$ cat src/verilog/gpp_pkg.sv
// Constants, register map and carrier types for the five-pin PWM-capable GPIO port.
`default_nettype none
package gpp_pkg;
   // ----------------------------------------------------------------
   // Sizes
   // ----------------------------------------------------------------
   localparam int GPP_PINS   = 5;
   localparam int GPP_ADDR_W = 8;
   localparam int GPP_CNT_W  = 7;
   localparam int GPP_POS_W  = 8;
   localparam int GPP_PRE_W  = 10;

   // ----------------------------------------------------------------
   // Register byte addresses
   // ----------------------------------------------------------------
   localparam logic [GPP_ADDR_W-1:0] GPP_ADDR_CTRL     = 8'h00;
   localparam logic [GPP_ADDR_W-1:0] GPP_ADDR_SRC      = 8'h04;
   localparam logic [GPP_ADDR_W-1:0] GPP_ADDR_TB       = 8'h08;
   localparam logic [GPP_ADDR_W-1:0] GPP_ADDR_RDBK     = 8'h0C;
   localparam logic [GPP_ADDR_W-1:0] GPP_ADDR_CNT_BASE = 8'h10;
   localparam logic [3:0]            GPP_IDX_CTRL      = 4'h0;
   localparam logic [3:0]            GPP_IDX_SRC       = 4'h1;
   localparam logic [3:0]            GPP_IDX_TB        = 4'h2;
   localparam logic [3:0]            GPP_IDX_RDBK      = 4'h3;
   localparam logic [3:0]            GPP_IDX_CNT0      = 4'h4;
   localparam logic [3:0]            GPP_IDX_LAST      = 4'h8;
   localparam logic [3:0]            GPP_IDX_NONE      = 4'hF;

   // ----------------------------------------------------------------
   // Field positions, write masks and reset values
   // ----------------------------------------------------------------
   localparam int GPP_DIR_LSB   = 0;
   localparam int GPP_FMT_LSB   = 8;
   localparam int GPP_VAL_LSB   = 16;
   localparam int GPP_SRC_W     = 3;
   localparam int GPP_TB_W      = 2;
   localparam int GPP_RDBK_W    = 2;
   localparam int GPP_LL_LC_LSB = 0;
   localparam int GPP_LL_HC_LSB = 8;
   localparam int GPP_LH_LC_LSB = 16;
   localparam int GPP_LH_HC_LSB = 24;
   localparam logic [31:0] GPP_MASK_CTRL = 32'h001F1F1F;
   localparam logic [31:0] GPP_MASK_SRC  = 32'h00007FF8;
   localparam logic [31:0] GPP_MASK_TB   = 32'h000003FF;
   localparam logic [31:0] GPP_MASK_CNT  = 32'h7F7F7F7F;
   localparam logic [31:0] GPP_RST_WORD  = 32'h00000000;

   // ----------------------------------------------------------------
   // Time base: setting n divides the main clock by 2**(GPP_TB_LOG2_MIN+n)
   // ----------------------------------------------------------------
   localparam int GPP_TB_LOG2_MIN = 7;

   // ----------------------------------------------------------------
   // Readback codes and bus answers
   // ----------------------------------------------------------------
   localparam logic [1:0] GPP_CODE_Q0 = 2'h0;
   localparam logic [1:0] GPP_CODE_Q1 = 2'h1;
   localparam logic [1:0] GPP_CODE_Q2 = 2'h2;
   localparam logic [1:0] GPP_CODE_Q3 = 2'h3;
   localparam logic [1:0] GPP_RESP_OKAY   = 2'h0;
   localparam logic [1:0] GPP_RESP_SLVERR = 2'h2;

   typedef enum logic [2:0] {
      GPP_SRC_NONE  = 3'h0,
      GPP_SRC_FAULT = 3'h1,
      GPP_SRC_MEAS  = 3'h2,
      GPP_SRC_OCA   = 3'h3,
      GPP_SRC_OCB   = 3'h4
   } gpp_src_e;

   typedef struct packed {
      logic                 dir;
      logic                 fmt;
      logic                 value;
      logic [2:0]           src;
      logic [1:0]           tb;
      logic [GPP_CNT_W-1:0] ll_lc;
      logic [GPP_CNT_W-1:0] ll_hc;
      logic [GPP_CNT_W-1:0] lh_lc;
      logic [GPP_CNT_W-1:0] lh_hc;
   } gpp_pin_cfg_s;

   typedef struct packed {
      logic                  valid;
      logic [GPP_ADDR_W-1:0] addr;
   } gpp_addr_s;
endpackage
`default_nettype wire
$ cat src/verilog/gpp_gpio_pwm_port.sv
// Five-pin GPIO port with static and PWM coding, reached over AXI4-Lite.
//
// Behaviour
// RQ1: Direction bit selects input or output per pin.
// RQ2: Format bit selects static or PWM coding.
// RQ3: Four pins may output fault, indicator, overcurrent.
// RQ4: Host sets output direction with special source.
// RQ5: Static output drives data bit push-pull.
// RQ6: Special source ignores the output data bit.
// RQ7: Pin level always sampled into two-bit readback.
// RQ8: All pins are inputs during reset.
// RQ9: Data bit chooses low or high counter pair.
// RQ10: Phase times are counts times time base.
// RQ11: Every PWM period starts with low phase.
// RQ12: New settings apply at next period start.
// RQ13: Time base setting 3h is 1024 clocks.
// RQ14: PWM input decoded into four readback levels.
// RQ15: Readback settles within two PWM cycles.
// RQ16: Settings 0h-2h give shorter power-of-two bases.
// RQ17: Duty quarters map onto the four codes.
//
// The AXI4-Lite slave port and the address map were left to the implementer.
`timescale 1ns/1ps
`default_nettype none
module gpp_gpio_pwm_port
   import gpp_pkg::*;
(
   input  wire logic                  aclk,
   input  wire logic                  aresetn,
   input  wire logic [GPP_ADDR_W-1:0] s_axi_awaddr,
   input  wire logic                  s_axi_awvalid,
   output var  logic                  s_axi_awready,
   input  wire logic [31:0]           s_axi_wdata,
   input  wire logic [3:0]            s_axi_wstrb,
   input  wire logic                  s_axi_wvalid,
   output var  logic                  s_axi_wready,
   output var  logic [1:0]            s_axi_bresp,
   output var  logic                  s_axi_bvalid,
   input  wire logic                  s_axi_bready,
   input  wire logic [GPP_ADDR_W-1:0] s_axi_araddr,
   input  wire logic                  s_axi_arvalid,
   output var  logic                  s_axi_arready,
   output var  logic [31:0]           s_axi_rdata,
   output var  logic [1:0]            s_axi_rresp,
   output var  logic                  s_axi_rvalid,
   input  wire logic                  s_axi_rready,
   input  wire logic [GPP_PINS-1:0]   gpio_in,
   output var  logic [GPP_PINS-1:0]   gpio_out,
   output var  logic [GPP_PINS-1:0]   gpio_oe,
   input  wire logic                  fault_summary_in,
   input  wire logic                  measurement_indicator_out,
   input  wire logic                  overcurrent_out_a,
   input  wire logic                  overcurrent_out_b
);

   // ----------------------------------------------------------------
   // Helper functions
   // ----------------------------------------------------------------
   function automatic logic [3:0] reg_index(input logic [GPP_ADDR_W-1:0] addr);
      logic [GPP_ADDR_W-3:0] word;
      word = addr[GPP_ADDR_W-1:2];
      if (word <= (GPP_ADDR_W-2)'(GPP_IDX_LAST)) begin
         reg_index = word[3:0];
      end else begin
         reg_index = GPP_IDX_NONE;
      end
   endfunction

   function automatic logic [31:0] merge(input logic [31:0] old, input logic [31:0] data,
                                         input logic [3:0] strb, input logic [31:0] mask);
      logic [31:0] res;
      res = old;
      for (int b = 0; b < 4; b++) begin
         if (strb[b]) begin
            res[8*b +: 8] = data[8*b +: 8];
         end
      end
      merge = res & mask;
   endfunction

   // RQ13: setting 3h ticks once per 1024 clocks.
   function automatic logic tb_tick(input logic [GPP_PRE_W-1:0] pre, input logic [1:0] tb);
      logic [GPP_PRE_W-1:0] m;
      // RQ16: lower settings halve the base per step.
      m = GPP_PRE_W'((1 << (GPP_TB_LOG2_MIN + int'(tb))) - 1);
      tb_tick = ((pre & m) == m);
   endfunction

   // RQ17: quarters of the high-time share give codes 0 to 3.
   function automatic logic [1:0] duty_code(input logic [GPP_POS_W-1:0] lo,
                                            input logic [GPP_POS_W-1:0] hi);
      logic [10:0] sum;
      logic [10:0] h4;
      sum = 11'(lo) + 11'(hi);
      h4  = 11'(hi) << 2;
      if (h4 < sum) begin
         duty_code = GPP_CODE_Q0;
      end else if ((11'(hi) << 1) < sum) begin
         duty_code = GPP_CODE_Q1;
      end else if (h4 < 11'(sum * 11'h003)) begin
         duty_code = GPP_CODE_Q2;
      end else begin
         duty_code = GPP_CODE_Q3;
      end
   endfunction

   // ----------------------------------------------------------------
   // Register bus slave
   // ----------------------------------------------------------------
   logic [GPP_ADDR_W-1:0]  aw_addr_r;
   logic [31:0]            w_data_r;
   logic [3:0]             w_strb_r;
   logic [31:0]            ctrl_r;
   logic [31:0]            src_r;
   logic [31:0]            tb_r;
   logic [31:0]            cnt_r [GPP_PINS];
   logic [GPP_PINS*2-1:0]  rdbk_r;
   logic [GPP_PRE_W-1:0]   pre_r;
   logic                   wr_go;
   logic [3:0]             wr_idx;
   logic [3:0]             rd_idx;
   logic [31:0]            rd_word;

   // Both halves held and no answer pending: the write lands exactly once.
   assign wr_go  = !s_axi_awready && !s_axi_wready && !s_axi_bvalid;
   assign wr_idx = reg_index(aw_addr_r);
   assign rd_idx = reg_index(s_axi_araddr);

   always_ff @(posedge aclk) begin
      if (!aresetn) begin
         s_axi_awready <= 1'b1;
         s_axi_wready  <= 1'b1;
         s_axi_bvalid  <= 1'b0;
         s_axi_bresp   <= GPP_RESP_OKAY;
         aw_addr_r     <= '0;
         w_data_r      <= '0;
         w_strb_r      <= '0;
      end else begin
         if (s_axi_awready && s_axi_awvalid) begin
            s_axi_awready <= 1'b0;
            aw_addr_r     <= s_axi_awaddr;
         end
         if (s_axi_wready && s_axi_wvalid) begin
            s_axi_wready <= 1'b0;
            w_data_r     <= s_axi_wdata;
            w_strb_r     <= s_axi_wstrb;
         end
         if (wr_go) begin
            s_axi_bvalid <= 1'b1;
            s_axi_bresp  <= (wr_idx == GPP_IDX_NONE) ? GPP_RESP_SLVERR : GPP_RESP_OKAY;
         end else if (s_axi_bvalid && s_axi_bready) begin
            s_axi_bvalid  <= 1'b0;
            s_axi_awready <= 1'b1;
            s_axi_wready  <= 1'b1;
         end
      end
   end

   always_ff @(posedge aclk) begin
      if (!aresetn) begin
         ctrl_r <= GPP_RST_WORD;
         src_r  <= GPP_RST_WORD;
         tb_r   <= GPP_RST_WORD;
         for (int p = 0; p < GPP_PINS; p++) begin
            cnt_r[p] <= GPP_RST_WORD;
         end
      end else if (wr_go) begin
         case (wr_idx)
            GPP_IDX_CTRL: ctrl_r <= merge(ctrl_r, w_data_r, w_strb_r, GPP_MASK_CTRL);
            GPP_IDX_SRC:  src_r  <= merge(src_r, w_data_r, w_strb_r, GPP_MASK_SRC);
            GPP_IDX_TB:   tb_r   <= merge(tb_r, w_data_r, w_strb_r, GPP_MASK_TB);
            default: begin
               for (int p = 0; p < GPP_PINS; p++) begin
                  if (wr_idx == GPP_IDX_CNT0 + 4'(p)) begin
                     cnt_r[p] <= merge(cnt_r[p], w_data_r, w_strb_r, GPP_MASK_CNT);
                  end
               end
            end
         endcase
      end
   end

   always_comb begin
      rd_word = '0;
      case (rd_idx)
         GPP_IDX_CTRL: rd_word = ctrl_r;
         GPP_IDX_SRC:  rd_word = src_r;
         GPP_IDX_TB:   rd_word = tb_r;
         GPP_IDX_RDBK: rd_word = 32'(rdbk_r);
         default: begin
            for (int p = 0; p < GPP_PINS; p++) begin
               if (rd_idx == GPP_IDX_CNT0 + 4'(p)) begin
                  rd_word = cnt_r[p];
               end
            end
         end
      endcase
   end

   always_ff @(posedge aclk) begin
      if (!aresetn) begin
         s_axi_arready <= 1'b1;
         s_axi_rvalid  <= 1'b0;
         s_axi_rdata   <= '0;
         s_axi_rresp   <= GPP_RESP_OKAY;
      end else if (s_axi_arready && s_axi_arvalid) begin
         s_axi_arready <= 1'b0;
         s_axi_rvalid  <= 1'b1;
         s_axi_rdata   <= rd_word;
         s_axi_rresp   <= (rd_idx == GPP_IDX_NONE) ? GPP_RESP_SLVERR : GPP_RESP_OKAY;
      end else if (s_axi_rvalid && s_axi_rready) begin
         s_axi_rvalid  <= 1'b0;
         s_axi_arready <= 1'b1;
      end
   end

   // ----------------------------------------------------------------
   // Shared time-base prescaler
   // ----------------------------------------------------------------
   always_ff @(posedge aclk) begin
      if (!aresetn) begin
         pre_r <= '0;
      end else begin
         pre_r <= pre_r + 1'b1;
      end
   end

   // ----------------------------------------------------------------
   // Per-pin logic
   // ----------------------------------------------------------------
   for (genvar k = 0; k < GPP_PINS; k++) begin : g_pin
      gpp_pin_cfg_s          cfg;
      logic                  tick;
      logic                  special;
      logic                  sp_level;
      logic                  gen_on;
      logic                  per_end;
      logic                  pwm_level;
      logic [2:0]            sync_r;
      logic                  lvl_r;
      logic                  prev_r;
      logic                  run_r;
      logic [GPP_POS_W-1:0]  pos_r;
      logic [GPP_CNT_W-1:0]  cur_lc_r;
      logic [GPP_CNT_W-1:0]  cur_hc_r;
      logic [GPP_POS_W-1:0]  lo_r;
      logic [GPP_POS_W-1:0]  hi_r;
      logic [1:0]            code_r;

      assign cfg.dir   = ctrl_r[GPP_DIR_LSB + k];
      assign cfg.fmt   = ctrl_r[GPP_FMT_LSB + k];
      assign cfg.value = ctrl_r[GPP_VAL_LSB + k];
      assign cfg.src   = src_r[GPP_SRC_W*k +: GPP_SRC_W];
      assign cfg.tb    = tb_r[GPP_TB_W*k +: GPP_TB_W];
      assign cfg.ll_lc = cnt_r[k][GPP_LL_LC_LSB +: GPP_CNT_W];
      assign cfg.ll_hc = cnt_r[k][GPP_LL_HC_LSB +: GPP_CNT_W];
      assign cfg.lh_lc = cnt_r[k][GPP_LH_LC_LSB +: GPP_CNT_W];
      assign cfg.lh_hc = cnt_r[k][GPP_LH_HC_LSB +: GPP_CNT_W];

      assign tick = tb_tick(pre_r, cfg.tb);

      // RQ3: pick one of four status sources; pin 0 has none.
      always_comb begin
         special  = 1'b1;
         sp_level = 1'b0;
         case (gpp_src_e'(cfg.src))
            GPP_SRC_FAULT: sp_level = fault_summary_in;
            GPP_SRC_MEAS:  sp_level = measurement_indicator_out;
            GPP_SRC_OCA:   sp_level = overcurrent_out_a;
            GPP_SRC_OCB:   sp_level = overcurrent_out_b;
            default:       special  = 1'b0;
         endcase
      end

      assign gen_on    = cfg.dir && cfg.fmt && !special;
      assign per_end   = (9'(pos_r) + 9'h001) >= (9'(cur_lc_r) + 9'(cur_hc_r));
      // RQ11: the first ticks of each period form the low phase.
      assign pwm_level = pos_r >= GPP_POS_W'(cur_lc_r);

      // RQ12: start-up opens a period, so the first pair follows the data bit just written.
      always_ff @(posedge aclk) begin
         run_r <= aresetn && gen_on;
      end

      // RQ10: position counts time-base ticks through low then high phase.
      always_ff @(posedge aclk) begin
         if (!aresetn) begin
            pos_r    <= '0;
            cur_lc_r <= '0;
            cur_hc_r <= '0;
         end else if (!gen_on || !run_r || (tick && per_end)) begin
            pos_r <= '0;
            // RQ9: data bit picks the counter pair; RQ12: only at period start.
            cur_lc_r <= cfg.value ? cfg.lh_lc : cfg.ll_lc;
            cur_hc_r <= cfg.value ? cfg.lh_hc : cfg.ll_hc;
         end else if (tick) begin
            pos_r <= pos_r + 1'b1;
         end
      end

      // RQ1: drive enable follows direction; RQ8: reset forces input.
      always_ff @(posedge aclk) begin
         if (!aresetn) begin
            gpio_oe[k]  <= 1'b0;
            gpio_out[k] <= 1'b0;
         end else begin
            gpio_oe[k] <= cfg.dir;
            // RQ6: special source masks the data bit.
            if (special) begin
               gpio_out[k] <= sp_level;
            // RQ2: format picks PWM or static drive.
            end else if (cfg.fmt) begin
               gpio_out[k] <= pwm_level;
            // RQ5: static push-pull level.
            end else begin
               gpio_out[k] <= cfg.value;
            end
         end
      end

      // The pin is asynchronous, so a level counts only once two later stages agree.
      always_ff @(posedge aclk) begin
         if (!aresetn) begin
            sync_r <= '0;
            lvl_r  <= 1'b0;
         end else begin
            sync_r <= {sync_r[1:0], gpio_in[k]};
            if (sync_r[1] == sync_r[2]) begin
               lvl_r <= sync_r[2];
            end
         end
      end

      // RQ14: measure low and high ticks, decode at each falling edge.
      always_ff @(posedge aclk) begin
         if (!aresetn) begin
            prev_r <= 1'b0;
            lo_r   <= '0;
            hi_r   <= '0;
            code_r <= GPP_CODE_Q0;
         end else begin
            prev_r <= lvl_r;
            if (prev_r && !lvl_r) begin
               // RQ15: a partial first period may misreport; the next is exact.
               code_r <= duty_code(lo_r, hi_r);
               lo_r   <= '0;
               hi_r   <= '0;
            end else if (tick) begin
               if (lvl_r) begin
                  if (hi_r != '1) begin
                     hi_r <= hi_r + 1'b1;
                  end else begin
                     code_r <= GPP_CODE_Q3;
                  end
               end else begin
                  if (lo_r != '1) begin
                     lo_r <= lo_r + 1'b1;
                  end else begin
                     code_r <= GPP_CODE_Q0;
                  end
               end
            end
         end
      end

      // RQ7: readback runs whatever the direction.
      always_ff @(posedge aclk) begin
         if (!aresetn) begin
            rdbk_r[GPP_RDBK_W*k +: GPP_RDBK_W] <= GPP_CODE_Q0;
         end else begin
            rdbk_r[GPP_RDBK_W*k +: GPP_RDBK_W] <= cfg.fmt ? code_r : {1'b0, lvl_r};
         end
      end
   end

endmodule
`default_nettype wire

$ cat config.mk
export PLATFORM = sky130hd
export DESIGN_NAME = gpp_gpio_pwm_port
export DESIGN_NICKNAME = d
export VERILOG_FILES = /design/src/verilog/gpp_pkg.sv /design/src/verilog/gpp_gpio_pwm_port.sv
export SDC_FILE = /design/constraint.sdc
export NUM_CORES = 1
export LEC_CHECK = 0
export BUFFER_PORTS_ARGS = -buffer_cell sky130_fd_sc_hd__buf_2
export CORE_MARGIN = 5
export CORE_UTILIZATION = 65
export CTS_BUF_LIST = sky130_fd_sc_hd__clkbuf_8
export DETAILED_ROUTE_END_ITERATION = 10
export PLACE_DENSITY = 0.83
export SETUP_SLACK_MARGIN = 0.3
export SYNTH_ARGS = -nofsm -noshare
export SYNTH_HDL_FRONTEND = slang
export SYNTH_SLANG_ARGS = --single-unit
$ cat constraint.sdc
create_clock -name aclk -period 10.1 [get_ports aclk]
set_clock_uncertainty 0.1 [all_clocks]
set_input_delay 1.515 -clock aclk [delete_from_list [all_inputs] [get_ports aclk]]
set_output_delay 1.515 -clock aclk [all_outputs]
set_load 0.01 [all_outputs]
* Word-level counts from Yosys, hierarchy flattened *
Memories as Yosys holds them, arrays and structs flattened.
Cells that the tools add are included.

operators by class
  add/sub/neg operators = 41
  multiply operators = 5
  div/mod/pow operators = 0
  order comparisons = 27
  eq/ne operators = 63
  shift operators = 5
  muxes and demuxes = 225
  bitwise logic cells = 16
  reductions and logical operators = 114

operators with widths
  operator                 number
  $mux W7                  110
  $mux W32                 5
  $mux W28                 5
  $pmux W32 S4             1
  $add A8 B1 Y8 const B    15
  $ne A8 B8 Y1 const B     10
  $mux W2                  37
  $reduce_and A3 Y1        22
  $mux W1                  61
  $lt A10 B11 Y1           5
  $mul A9 B2 Y11 const B   5
  $and A10 B10 Y10         5
  $eq A10 B10 Y1           5
  $lt A10 B9 Y1            5
  $shl A1 B4 Y10 const A   5
  $sub A10 B2 Y10 const B  5
  $add A8 B1 Y9 const B    5
  $add A8 B8 Y9            5
  $ge A9 B8 Y1             5
  $lt A9 B9 Y1             5
  $add A7 B7 Y8            5
  $ge A8 B7 Y1             5
  $eq A4 B3 Y1 const B     8
  $logic_and A1 B1 Y1      31
  other kinds (23)         126

storage, ports and cells
  bits in registers = 381
  bits in latches = 0
  RAM bits = 140
  ROM bits = 0
  input port bits = 68
  logic and storage cells = 586
  memories kept = 1

memory list
  memory  words  width  rd ports  clocked after Yosys merged registers in  wr ports  RTL line                  text
  cnt_r   5      28     5         0                                        5         gpp_gpio_pwm_port.sv:116  logic [31:0] cnt_r [GPP_PINS];

* Longest topological paths before layout *
  depth in word-level cells = 9
  mapped depth = 19

* Least setup slack after synthesis *
No wires, ideal clock.

  path type = reg-to-reg
  start point = register g_pin[3].hi_r[0]
  end point = register g_pin[3].code_r[0]
  setup time = 0.122 ns
  arrival time = 3.588 ns
  required time = 9.878 ns
  setup slack = 6.290 ns
  cell stages (with the launch flop) = 16
  buffers on the path = 0
  clock period less this slack = 3.810 ns
  cells stage by stage = dfxtp_1 ha_1 fa_1 ha_1 fa_1 a21o_1 a21oi_1 o21bai_1 a21oi_1 o21bai_1 a21oi_1 xnor2_1 ha_1 o211ai_1 a21oi_1 o311a_1

between the ends
  longest elaborated chain between the ends = 7
  elaborated cells between the ends (all ways) = 12

ends and longest elaborated chain
  item                      RTL line                  text
  start: declaration        gpp_gpio_pwm_port.sv:247  logic [GPP_POS_W-1:0] hi_r;
  start signal: assignment  gpp_gpio_pwm_port.sv:351  hi_r <= hi_r + 1'b1;
  $add A8 B8 Y9             gpp_gpio_pwm_port.sv:94   sum = 11'(lo) + 11'(hi);
  $mul A9 B2 Y11            gpp_gpio_pwm_port.sv:100  end else if (h4 < 11'(sum * 11'h003)) begin
  $lt A10 B11 Y1            gpp_gpio_pwm_port.sv:100
  $mux W1                   gpp_gpio_pwm_port.sv:100
  $mux W2                   gpp_gpio_pwm_port.sv:98   end else if ((11'(hi) << 1) < sum) begin
  $mux W2                   gpp_gpio_pwm_port.sv:96   if (h4 < sum) begin
  $mux W2                   gpp_gpio_pwm_port.sv:343  if (prev_r && !lvl_r) begin
  end signal: assignment    gpp_gpio_pwm_port.sv:345  code_r <= duty_code(lo_r, hi_r);
  end: declaration          gpp_gpio_pwm_port.sv:248  logic [1:0] code_r;

Parallel ways exist; a longest one is shown, timed or not.
A chain may end at the register's enable or synchronous reset.

* Worst setup path in the final report *
Same ends and word-level chain as after synthesis.

==> results.ini <==
[route]
drt_iter0_markers = 2524
vias = 24585
via_per_inst = 6.293
drt_first_pass_iters = 7
detail_route.wl_per_cell_um = 20.28
drcViolationCount = 0
drt-total-wl_mm = 79.25
ant_nets = 0

[global_routing]
grt_first_pass_wirelength_mm = 125.2
overflow = 0
antenna_found_initial = 2
grt_pass1_vias = 23789
track_usage_pct = 30.51
grt_max_degree = 88

[power]
power_frac_seq_pct = 50.8
power_leakage_uw = 0.01382
pwr-share-comb_pct = 5.5
sw_frac_of_total_pct = 23.89
p_switching_uw = 1040
power.clock.fraction_pct = 43.6
ir_drop_mv = 0.1276
internal_power_uw = 3313
powerDensity_nw_per_um2 = 134.1

[placement]
dp_hpwl_mm = 60.05
gp_congestion = 0.9630
port_buffers = 106

[setup_path]
crit_slowest_cell = dfxtp_1
cp.required_ns = 10.55
cp.arrival_ns = 4.78
cp-startpoint = g_pin[3].hi_r[0]$_SDFFE_PP0P_
worstPathCellList = ha_1 > fa_1 > a211oi_1 > nor2_1 > a21oi_1 > ha_1 > a21oi_1 > o21bai_1 > a21oi_1 > o21bai_1 > a21oi_1 > xnor2_1 > ha_1 > nor2_1 > o21ai_0 > o211ai_1 > a21oi_1 > o311a_1
crit_family = compound AO/OA/AOI/OAI gates
slowest_delay_ns = 0.43
crit_top_cell = a21oi_1
crit_fanout = 7
start_kind = register
crit_path_end_kind = register
cp.buffers_inverters = 0
worstReg2RegStart = g_pin[3].hi_r[0]$_SDFFE_PP0P_
critPathKind = register to register

[layout]
multi_input_area_sq_um = 17060
final_layout_size_suffix_gt1_share_pct = 10.02
nNetsFinal = 3635
fillers = 3331
area.growth.synth_to_final_pct = 8.763
final_cell_mix = dfxtp_1, ha_1, a21oi_1, nor2_1, nand2_1
final_common_cell = dfxtp_1
seq_area_sq_um = 11650

[timing]
setup-tns-final_ns = 0
worst_pin_slew_ns = 1.238
post-route-period-util_pct = 42.94
setup_viol = 0
fin_hold_ws_ns = 0.3380
hold_viol_final = 0
rsz0062_at_grt = false
slew_violations = 0
relSlewSlack_pct = 17.34
finalCriticalPeriod_ns = 4.337
timing.fmax_mhz = 230.6

[clocking]
cts_tree = built
htree_levels = 3
cts_setup_buffers = 0
cts-root-buf = clkbuf_8
cts_sinks = 512
cts_repair_resize_count = 0
cts.clk_slew.worst_paths_ns = 0.06
clockBufferDepth = 3
cts_buffers = 82
cts_hold_buf = 0
worstSkewPairLatency_ns = 0.67

[yosys]
synth_top_cell_by_area = dfxtp_1
synth_area_sq_um = 29840
synth-seq-cells = 512
seq_area_frac_synth_pct = 39.04
synthTopCellsByArea = dfxtp_1, edfxtp_1, ha_1
syn_avg_cell_area_sq_um = 9.423
yosysWarningCount = 0
syn_inst = 3167
synthArstFlopShare_pct = 0
synth_top_area_share_pct = 24.95
synth_edf_count = 140
synthDistinctLibCells = 77
ys.flop_type = dfxtp_1

[job]
drv_cap = 0

[floorplan]
rows = 78
coreArea_sq_um = 45380
dieArea_sq_um = 50300
io_pins = 119
start_util_pct = 65.76
fp.dieW_um = 224.3
chipHeight_um = 224.3

[worst_hold_path]
min_from = g_pin[2].sync_r[0]$_SDFF_PN0_
hold_class = register to register

[status]
status = complete, no violations

-- per-stage QoR --
| stage | total power, uW | setup slack, ns | util, % | area, sq um | std cells |
|---|---|---|---|---|---|
| 4_1_cts | 4365 | 5.759 | 71.51 | 32450 | 3904 |
| 3_5_place_dp | 2490 | 5.366 | 67.62 | 30690 | 3756 |
| 5_1_grt | 4496 | 5.433 | 71.51 | 32450 | 3905 |
| 6_report | 4353 | 5.763 | 71.52 | 32460 | 3907 |
| 3_3_place_gp | 2478 | 5.574 | 67.62 | 30690 | 3756 |
| 2_1_floorplan | 2393 | 6.290 | - | 29860 | 3171 |
-- cell families (layout without fill, tap and decap cells) --
group | count (synthesis) | in the layout | synth area share [%]
AO/OA/AOI/OAI | 778 | 778 | 17.25
buffers and inverters | 287 | 420 | 3.845
adder cells (fa/ha/maj) | 337 | 337 | 14.43
flip-flops | 512 | 512 | 39.04
XOR/XNOR | 213 | 213 | 6.251
multiplexers | 130 | 130 | 4.583
other | 1 | 8 | 0.01257
AND/OR/NAND/NOR | 909 | 909 | 14.59
-- power groups by stage --
stage	registers (uW)	clock network (uW)	logic (uW)
2_1_floorplan	2230	0	158
3_3_place_gp	2250	0	227
3_5_place_dp	2250	0	236
4_1_cts	2210	1920	238
5_1_grt	2220	2020	264
6_report	2210	1900	241
-- area by class of cell --
cell class | count | area share (%)
Sequential cell | 512 | 35.90
Clock inverter | 47 | 1.145
Tap cell | 600 | 2.313
Antenna cell | 3 | 0.02313
Timing Repair Buffer | 123 | 2.028
Multi-Input combinational cell | 2372 | 52.57
Clock buffer | 101 | 4.283
Inverter | 149 | 1.739
-- Yosys cell counts (all sizes together), types with 17 or more instances --
library cell  instances
and2                 63
edfxtp              140
nor2                281
ha                  312
mux2                 53
or3                  28
a222oi               28
nor3                 88
o21bai               32
a21o                 98
xnor2               109
nand3                75
o21ai               114
mux2i                77
inv                 149
a311oi               49
clkbuf               96
a21oi               290
nand2b               27
and3                 29
a211oi               30
dfxtp               372
nor2b                20
xor2                104
a221oi               17
nand4                33
nand2               241
buf                  40
-- metal layers --
layer	vias to the layer above	GRT usage, %	wire (um)
met5	-	0	13
met4	2	9.802	2518
met3	186	6.826	7954
met2	1090	48.10	35650
met1	11703	42.23	33110
li1	11604	-	-
-- flip-flops by register name, indices dropped and copies added (netlist names), 12 cells and up --
register and count:
cnt_r 140, ctrl_r 15, g_pin.cur_hc_r 35, g_pin.cur_lc_r 35, g_pin.hi_r 40, g_pin.lo_r 40
g_pin.pos_r 40, g_pin.sync_r 15, s_axi_rdata 29, src_r 12, w_data_r 29
-- worst reg2reg max path, stage by stage, from the launching register on --
cell      delay, ns
dfxtp_1        0.43
ha_1           0.27
fa_1           0.42
a211oi_1       0.37
nor2_1         0.12
a21oi_1        0.30
ha_1           0.33
a21oi_1        0.23
o21bai_1       0.10
a21oi_1        0.23
o21bai_1       0.12
a21oi_1        0.20
xnor2_1        0.10
ha_1           0.22
nor2_1         0.09
o21ai_0        0.09
o211ai_1       0.11
a21oi_1        0.09
o311a_1        0.30
-- path summary, 6_finish.rpt --
check	endpoint	slack, ns	cells after the start
hold reg to reg	g_pin[2].sync_r[1]$_SDFF_PN0_	0.34	1
hold / removal	g_pin[2].sync_r[1]$_SDFF_PN0_	0.34	1
setup reg to reg	g_pin[3].code_r[0]$_SDFFE_PN0P_	5.76	18
setup / recovery	g_pin[3].code_r[0]$_SDFFE_PN0P_	5.76	18
Power figures use the tool's default switching activity.
